===== src/common/elc_pkg.sv =====
/*
  Constants for the expanded line configuration bank: register offsets,
  field positions, reset values and the bank pointer codes.
  Assumes a host interface front end that presents byte-wide register
  accesses as one-cycle strobes on the device clock.
*/
package elc_pkg;
  localparam int NUM_CH = 4;
  localparam logic [7:0] OFF_SINGLE_RAIL = 8'h00;
  localparam logic [7:0] OFF_LINE_CODE = 8'h01;
  localparam logic [7:0] OFF_CLK_REC_DIS = 8'h02;
  localparam logic [7:0] OFF_RX_PDN = 8'h03;
  localparam logic [7:0] OFF_TX_PDN = 8'h04;
  localparam logic [7:0] OFF_EXZ_EN = 8'h05;
  localparam logic [7:0] OFF_CV_DIS = 8'h06;
  localparam logic [7:0] OFF_EQ_EN = 8'h07;
  localparam logic [7:0] OFF_LOOP_CFG = 8'h08;
  localparam logic [7:0] OFF_ACT_CODE = 8'h09;
  localparam logic [7:0] OFF_DEACT_CODE = 8'h0a;
  localparam logic [7:0] OFF_BANK_PTR = 8'h1f;
  localparam logic [7:0] BANK_PRIMARY = 8'h00;
  localparam logic [7:0] BANK_EXPANDED = 8'haa;
  localparam logic [7:0] RESET_VALUE = 8'h00;
  localparam logic [3:0] CLK_REC_ON_RESET = 4'hf;
  localparam logic [7:0] CODE_MASK_RESET = 8'hf8;
  localparam int LCF_DET_EN = 5;
  localparam int LCF_AUTO_EN = 4;
  localparam int LCF_ACT_LEN_LSB = 2;
  localparam int LCF_DEACT_LEN_LSB = 0;
  localparam logic [7:0] LCF_MASK = 8'h3f;
  localparam logic [7:0] CH_MASK = 8'h0f;
endpackage : elc_pkg


===== src/rtl/elc_bank.sv =====
/*
  Expanded line configuration register bank with the bank pointer.
  Reached by the host interface front end through wrEn/rdEn strobes,
  an 8-bit address and byte data, all synchronous to clk. Per-channel
  controls are decoded into the effective mode bits the line logic uses.
*/
module elc_bank
  import elc_pkg::*;
(
  input wire logic clk, // 250 MHz device clock
  input wire logic rst_n, // Async reset, active low
  input wire logic wrEn, // Host write strobe
  input wire logic rdEn, // Host read strobe
  input wire logic [7:0] addr, // Host register address
  input wire logic [7:0] wrData, // Host write data
  input wire logic [3:0] railSelectPin, // Per channel single rail request pin
  input wire logic [3:0] transmitClockPin, // Per channel transmit clock pin
  output logic [7:0] rdData, // Read data, registered
  output logic rdValid, // Read data valid pulse
  output logic expandedSel, // Expanded bank selected
  output logic [3:0] singleRailMode, // Channel runs single rail
  output logic [3:0] amiSelect, // AMI coding, else B8ZS/HDB3
  output logic [3:0] clockRecoveryOn, // Clock recovery active
  output logic [3:0] rxPowerDown, // Receiver powered down
  output logic [3:0] txPowerDown, // Transmitter powered down
  output logic [3:0] txDriverOe, // Transmit driver enable, low means high-Z
  output logic [3:0] excessZeroDetect, // Excess-zero detection active
  output logic [3:0] codeViolationDetect, // Code violation detection active
  output logic [3:0] rxEqualizerOn, // Receive equalizer enabled
  output logic loopDetectorEnable, // Inband loop code detection on
  output logic autoLoopEnable, // Automatic inband loopback on
  output logic [7:0] activateMask, // Effective activation code bits
  output logic [7:0] deactivateMask, // Effective deactivation code bits
  output logic [7:0] activateCode, // Activation code register
  output logic [7:0] deactivateCode // Deactivation code register
);

  function automatic logic [7:0] lenMask(input logic [1:0] len);
    unique case (len)
      2'h0: lenMask = 8'hf8;
      2'h1: lenMask = 8'hfc;
      2'h2: lenMask = 8'hfe;
      2'h3: lenMask = 8'hff;
    endcase
  endfunction : lenMask

  logic [7:0] bankPtr;
  logic [3:0] singleRail, lineCode, clkRecDis, rxPdn, txPdn, exzEn, cvDis, eqEn;
  logic [5:0] loopCfg;
  logic [7:0] actCode, deactCode;

  wire logic inExp = (bankPtr == BANK_EXPANDED);
  wire logic ptrHit = (addr == OFF_BANK_PTR);
  wire logic expWr = wrEn && inExp && !ptrHit;
  wire logic wrSingle = expWr && addr == OFF_SINGLE_RAIL;
  wire logic wrCode = expWr && addr == OFF_LINE_CODE;
  wire logic wrCrs = expWr && addr == OFF_CLK_REC_DIS;
  wire logic wrRpdn = expWr && addr == OFF_RX_PDN;
  wire logic wrTpdn = expWr && addr == OFF_TX_PDN;
  wire logic wrExz = expWr && addr == OFF_EXZ_EN;
  wire logic wrCv = expWr && addr == OFF_CV_DIS;
  wire logic wrEq = expWr && addr == OFF_EQ_EN;
  wire logic wrCfg = expWr && addr == OFF_LOOP_CFG;
  wire logic wrAct = expWr && addr == OFF_ACT_CODE;
  wire logic wrDeact = expWr && addr == OFF_DEACT_CODE;

  // Upper reserved bits are not stored, so they always read back zero
  logic [7:0] next_rdData;
  always_comb
  begin
    next_rdData = RESET_VALUE;
    if (ptrHit)
      next_rdData = bankPtr;
    else if (inExp)
    begin
      unique case (addr)
        OFF_SINGLE_RAIL: next_rdData = {4'h0, singleRail};
        OFF_LINE_CODE: next_rdData = {4'h0, lineCode};
        OFF_CLK_REC_DIS: next_rdData = {4'h0, clkRecDis};
        OFF_RX_PDN: next_rdData = {4'h0, rxPdn};
        OFF_TX_PDN: next_rdData = {4'h0, txPdn};
        OFF_EXZ_EN: next_rdData = {4'h0, exzEn};
        OFF_CV_DIS: next_rdData = {4'h0, cvDis};
        OFF_EQ_EN: next_rdData = {4'h0, eqEn};
        OFF_LOOP_CFG: next_rdData = {2'h0, loopCfg};
        OFF_ACT_CODE: next_rdData = actCode;
        OFF_DEACT_CODE: next_rdData = deactCode;
        default: next_rdData = RESET_VALUE;
      endcase
    end
  end

  // Pointer lives in both banks so software can always return
  always_ff @(posedge clk or negedge rst_n)
  begin
    if (!rst_n)
      bankPtr <= RESET_VALUE;
    else if (wrEn && ptrHit)
      bankPtr <= wrData;
  end

  // Per-channel registers keep only bits 3-0, bit n for channel n
  always_ff @(posedge clk or negedge rst_n)
  begin
    if (!rst_n)
      singleRail <= RESET_VALUE[3:0];
    else if (wrSingle)
      singleRail <= wrData[3:0];
  end

  always_ff @(posedge clk or negedge rst_n)
  begin
    if (!rst_n)
      lineCode <= RESET_VALUE[3:0];
    else if (wrCode)
      lineCode <= wrData[3:0];
  end

  always_ff @(posedge clk or negedge rst_n)
  begin
    if (!rst_n)
      clkRecDis <= RESET_VALUE[3:0];
    else if (wrCrs)
      clkRecDis <= wrData[3:0];
  end

  always_ff @(posedge clk or negedge rst_n)
  begin
    if (!rst_n)
      rxPdn <= RESET_VALUE[3:0];
    else if (wrRpdn)
      rxPdn <= wrData[3:0];
  end

  always_ff @(posedge clk or negedge rst_n)
  begin
    if (!rst_n)
      txPdn <= RESET_VALUE[3:0];
    else if (wrTpdn)
      txPdn <= wrData[3:0];
  end

  always_ff @(posedge clk or negedge rst_n)
  begin
    if (!rst_n)
      exzEn <= RESET_VALUE[3:0];
    else if (wrExz)
      exzEn <= wrData[3:0];
  end

  always_ff @(posedge clk or negedge rst_n)
  begin
    if (!rst_n)
      cvDis <= RESET_VALUE[3:0];
    else if (wrCv)
      cvDis <= wrData[3:0];
  end

  always_ff @(posedge clk or negedge rst_n)
  begin
    if (!rst_n)
      eqEn <= RESET_VALUE[3:0];
    else if (wrEq)
      eqEn <= wrData[3:0];
  end

  // One global copy serves all four channels
  always_ff @(posedge clk or negedge rst_n)
  begin
    if (!rst_n)
      loopCfg <= RESET_VALUE[5:0];
    else if (wrCfg)
      loopCfg <= wrData[5:0] & LCF_MASK[5:0];
  end

  always_ff @(posedge clk or negedge rst_n)
  begin
    if (!rst_n)
      actCode <= RESET_VALUE;
    else if (wrAct)
      actCode <= wrData;
  end

  always_ff @(posedge clk or negedge rst_n)
  begin
    if (!rst_n)
      deactCode <= RESET_VALUE;
    else if (wrDeact)
      deactCode <= wrData;
  end

  // Effective per-channel modes
  logic [3:0] next_single, next_ami, next_crOn, next_txPdn, next_exz, next_cv;
  genvar ch;
  generate
    for (ch = 0; ch < NUM_CH; ch++)
    begin : g_ch
      wire logic crOn = !clkRecDis[ch];
      // Forced single rail only holds with recovery on; otherwise pin decides
      assign next_single[ch] = (singleRail[ch] && crOn) || railSelectPin[ch];
      assign next_ami[ch] = singleRail[ch] && crOn && lineCode[ch];
      assign next_crOn[ch] = crOn;
      assign next_txPdn[ch] = txPdn[ch] || !transmitClockPin[ch];
      // Detectors only apply to the B8ZS/HDB3 decoder in single rail
      assign next_exz[ch] = exzEn[ch] && next_single[ch] && !next_ami[ch];
      assign next_cv[ch] = !cvDis[ch] && next_single[ch] && !next_ami[ch];
    end
  endgenerate

  always_ff @(posedge clk or negedge rst_n)
  begin
    if (!rst_n)
    begin
      rdData <= RESET_VALUE;
      rdValid <= 1'b0;
      expandedSel <= 1'b0;
    end
    else
    begin
      rdData <= rdEn ? next_rdData : RESET_VALUE;
      rdValid <= rdEn;
      expandedSel <= inExp;
    end
  end

  // Channel mode outputs
  always_ff @(posedge clk or negedge rst_n)
  begin
    if (!rst_n)
    begin
      singleRailMode <= 4'h0;
      amiSelect <= 4'h0;
      clockRecoveryOn <= CLK_REC_ON_RESET;
    end
    else
    begin
      singleRailMode <= next_single;
      amiSelect <= next_ami;
      clockRecoveryOn <= next_crOn;
    end
  end

  // Drivers float while reset is held, so the line stays quiet until released
  always_ff @(posedge clk or negedge rst_n)
  begin
    if (!rst_n)
    begin
      rxPowerDown <= 4'h0;
      txPowerDown <= 4'h0;
      txDriverOe <= 4'h0;
    end
    else
    begin
      rxPowerDown <= rxPdn;
      txPowerDown <= next_txPdn;
      txDriverOe <= ~next_txPdn;
    end
  end

  always_ff @(posedge clk or negedge rst_n)
  begin
    if (!rst_n)
    begin
      excessZeroDetect <= 4'h0;
      codeViolationDetect <= 4'h0;
      rxEqualizerOn <= 4'h0;
    end
    else
    begin
      excessZeroDetect <= next_exz;
      codeViolationDetect <= next_cv;
      rxEqualizerOn <= eqEn;
    end
  end

  always_ff @(posedge clk or negedge rst_n)
  begin
    if (!rst_n)
    begin
      loopDetectorEnable <= 1'b0;
      autoLoopEnable <= 1'b0;
      activateMask <= CODE_MASK_RESET;
      deactivateMask <= CODE_MASK_RESET;
    end
    else
    begin
      loopDetectorEnable <= loopCfg[LCF_DET_EN];
      autoLoopEnable <= loopCfg[LCF_AUTO_EN];
      activateMask <= lenMask(loopCfg[LCF_ACT_LEN_LSB +: 2]);
      deactivateMask <= lenMask(loopCfg[LCF_DEACT_LEN_LSB +: 2]);
    end
  end

  // Codes are repeated at the outputs for the loop code detector
  always_ff @(posedge clk or negedge rst_n)
  begin
    if (!rst_n)
    begin
      activateCode <= RESET_VALUE;
      deactivateCode <= RESET_VALUE;
    end
    else
    begin
      activateCode <= actCode;
      deactivateCode <= deactCode;
    end
  end

endmodule : elc_bank


===== config.mk =====
export PLATFORM = sky130hd
export DESIGN_NAME = elc_bank
export DESIGN_NICKNAME = d
export VERILOG_FILES = /design/src/common/elc_pkg.sv /design/src/rtl/elc_bank.sv
export SDC_FILE = /design/constraint.sdc
export NUM_CORES = 1
export LEC_CHECK = 0
export ABC_AREA = 1
export BUFFER_PORTS_ARGS = -buffer_cell sky130_fd_sc_hd__buf_2
export CAP_MARGIN = 30
export CORE_MARGIN = 8
export CORE_UTILIZATION = 40
export CTS_CLUSTER_DIAMETER = 80
export DETAILED_ROUTE_END_ITERATION = 10
export MAX_ROUTING_LAYER = met4
export SLEW_MARGIN = 20
export SYNTH_ARGS = -nofsm -noshare
export SYNTH_HDL_FRONTEND = slang
export SYNTH_SLANG_ARGS = --single-unit

===== constraint.sdc =====
create_clock -name clk -period 2.4 [get_ports clk]
set_input_delay 0.12 -clock clk [delete_from_list [all_inputs] [get_ports clk]]
set_output_delay 0.12 -clock clk [all_outputs]
set_load 0.05 [all_outputs]

==> reports/qor.csv <==
stage,metric,value,unit
outcome,status,"finished, final reports clean",
global_routing,initial antenna violation count,0,
timing,Worst Skew,6.490,ps
floorplan,core area,13030,sq um
placement,detailed placement HPWL,9.127,mm
clock_tree,clk_lat worst skew,410,ps
worst_hold_path,Worst Hold Class,in -> reg,
power,switching power,0.001120,W
timing,"Hold Vio Cnt, Final",0,
timing,Fin Setup TNS,0,ps
timing,Final Cycle Share,81.65,%
clock_tree,CTS tree,built,
detailed_routing,DRC,0,
global_routing,total track usage,16.60,%
floorplan,Initial Util,40.45,%
finish,final cell area excluding filler cells,6690,sq um
floorplan,Ports,108,
worst_setup_path,CP max-delay cell,nor2_4,
floorplan,Die Ht,130.8,microns
synthesis,Cells after Synth,547,
timing,"Setup violations, final",0,
power,Cell Int Power,0.004209,W
synthesis,"Seq/Total Area, Yosys",62.76,%
worst_setup_path,worst path bufs/invs,1,
global_routing,number of global-route vias before repair,4083,
floorplan,die area,17110,sq um
synthesis,syn_area_per_cell,9.637,sq um
run,Max Cap Viol,0,
synthesis,Area contributors post-synth,"dfrtp_1 (61%), nand2_1 (11%), inv_1 (3.3%)",
synthesis,Synth Cell Area,5271,sq um
synthesis,Synth top area share,60.76,%
synthesis,Yosys cell types,30,
floorplan,cell row count,42,
worst_setup_path,Critical Path RT,2680,ps
worst_setup_path,R2R Setup Slk,440,ps
placement,RD Place Congestion,0.8772,
detailed_routing,routed wire length per instance,14.72,microns
synthesis,main flop type after synthesis,dfrtp_1,
power,Leak,3.538,nW
worst_setup_path,Worst path max stage delay,390,ps
placement,DP Area,5896,sq um
clock_tree,CTS Buf Count,17,
power,Sequential Power Share,42.5,%
worst_setup_path,critical path arrival,2240,ps
synthesis,"EDFF count, synth",0,
detailed_routing,Post-DRT Antenna Nets,0,
timing,post-route minimum period,1960,ps
finish,synthesis-to-finish area growth,26.92,%
synthesis,top-count cell post-synth,nand2_1,
detailed_routing,drt total wl,12.63,mm
clock_tree,CTS max path bufs,2,
placement,Placed Instances,810,
placement,# port buffers,97,
synthesis,largest area contributor in the netlist,dfrtp_1,
floorplan,Die Wd,130.8,microns
synthesis,commonest cells in the synthesized netlist,"nand2_1 (151), dfrtp_1 (128), inv_1 (47), nor2_1 (44), nand3_1 (35)",
detailed_routing,First-pass DRT Iterations,5,
clock_tree,CTS Sinks,132,
power,logic gate share of total power,5.3,%
worst_setup_path,Top delay family on crit path,simple AND/OR/NAND/NOR gates,
global_routing,grt total ovfl,0,
worst_setup_path,critical path type,reg -> reg,
detailed_routing,vias per cell,4.606,
timing,Worst-Margin Slew,575.4,ps
clock_tree,Root Driver,clkbuf_16,
detailed_routing,drt first-iter violations,309,
finish,share of layout cells above drive strength 1,26.28,%
timing,Max Freq,510.3,MHz
global_routing,largest net degree at the start of global routing,65,
worst_setup_path,endpoint class of the critical path,flip-flop,
synthesis,Synth Warn #,0,
synthesis,Synth Register Bits,132,
worst_setup_path,Worst Path Max Fanout,12,
worst_setup_path,CP cell instances,inv_1 > nand4_2 > nor2_4 > nand2_2 > nor2_4 > nand2_2 > nand2_1 > o21ai_2,
worst_setup_path,crit path launch type,flip-flop,
power,PwrDens,796.6,nW/um^2
timing,RSZ-0062 raised after global routing,no,
finish,non-filler instance count after layout,858,
finish,Final Net Count,696,
timing,Slew Limit Fails,0,
power,clock share of power,52.2,%
clock_tree,Clock transition at path regs,60,ps
clock_tree,H-tree depth,4,
detailed_routing,vias post-DR,3952,
power,Net Sw Frac,21.02,%
global_routing,global-route wire length before repair,20.73,mm
power,Peak VDD IR,0.0004590,V
clock_tree,Post-CTS Resized,0,
timing,slew margin rel.,61.60,%
synthesis,Synth async-reset ratio,100.0,%
[registers in the layout, indices dropped and copies added (netlist names), 6 cells and up]
name,count
deactivateCode,8
deactCode,8
loopCfg,6
rdData,8
activateCode,8
bankPtr,8
actCode,8
[stage by stage]
stage	setup WS, ps	total power [W]	hold WS [ps]	utilization, %
global route	223.2	0.005523	55.01	51.32
CTS	419.9	0.005386	47.00	51.32
finish	440.4	0.005330	62.38	51.33
detailed placement	439.9	0.002571	104.6	45.24
global placement	520.7	0.002567	99.45	45.24
floorplan	863.2	0.002467	-175.6	-
[worst reg2reg max path: cells and delay by family (launching register included)]
| kind | cells | cell delay (ps) |
|---|---|---|
| flops | 1 | 380 |
| buf+inv | 1 | 90 |
| simple gates | 6 | 1300 |
| compound gates | 1 | 60 |
[logic make-up after synthesis]
group                  Yosys count  synth area share, %
AO/OA/AOI/OAI                   77                8.569
flip-flops                     132                62.76
buffers and inverters           75                6.741
other                            1              0.07114
AND/OR/NAND/NOR                262                21.86
[final timing paths]
check,startpoint,to,depth (start not counted)
min reg2reg,eqEn[3]$_DFFE_PN0P_,rxEqualizerOn[3]$_DFF_PN0_,0
max,bankPtr[6]$_DFFE_PN0P_,loopCfg[2]$_DFFE_PN0P_,8
max reg2reg,bankPtr[6]$_DFFE_PN0P_,loopCfg[2]$_DFFE_PN0P_,8
max in group asynchronous,rst_n,clockRecoveryOn[0]$_DFF_PN1_,3
min in group asynchronous,rst_n,txPowerDown[0]$_DFF_PN0_,2
min,wrData[5],actCode[5]$_DFFE_PN0P_,3
[routing by layer]
metal,up-vias,track usage (%),part of all wire [%]
met1,1860,21.29,47
met4,0,7.968,2.2
met3,21,4.261,5.3
li1,1962,-,-
met2,109,24.16,46
met5,-,-,0
[timing repair]
| action | 4_1_cts | 5_1_grt |
|---|---|---|
| hold buffers | 15 | 0 |
| setup buffers | 0 | 0 |
| endpoints found under the hold margin | 55 | 0 |
[layout make-up]
| type | instances | area [sq um] |
|---|---|---|
| antenna | 1 | 2.502 |
| clock buffer | 22 | 464.2 |
| clock inverter | 10 | 177.7 |
| fill | 1249 | 6342 |
| inverter | 52 | 195.2 |
| multi-input combinational | 349 | 1642 |
| sequential | 132 | 3308 |
| tap | 176 | 220.2 |
| timing repair buffer | 116 | 680.7 |
[power by group through the flow]
stage,sequential (W),combinational (W),clock [W]
finish,0.00226,0.000284,0.00278
global route,0.00227,0.000314,0.00294
CTS,0.00226,0.000288,0.00283
detailed placement,0.00230,0.000268,0
global placement,0.00230,0.000265,0
floorplan,0.00236,0.000111,0
[cells in the final DEF (no fill, tap or decap), types with 10 or more instances in the layout]
| cell type | netlist | layout |
|---|---|---|
| o21ai_2 | 14 | 14 |
| a21oi_1 | 14 | 14 |
| nand2_1 | 151 | 151 |
| buf_2 | 4 | 96 |
| dfrtp_1 | 128 | 128 |
| conb_1 | 1 | 10 |
| o21ai_1 | 17 | 17 |
| nand2_2 | 10 | 10 |
| o21ai_0 | 27 | 27 |
| dlygate4sd3_1 | 0 | 15 |
| nor2_1 | 44 | 44 |
| clkbuf_16 | 0 | 17 |
| inv_1 | 47 | 47 |
| nand3_1 | 35 | 35 |
No activity file was read; power rests on OpenSTA's default activity.
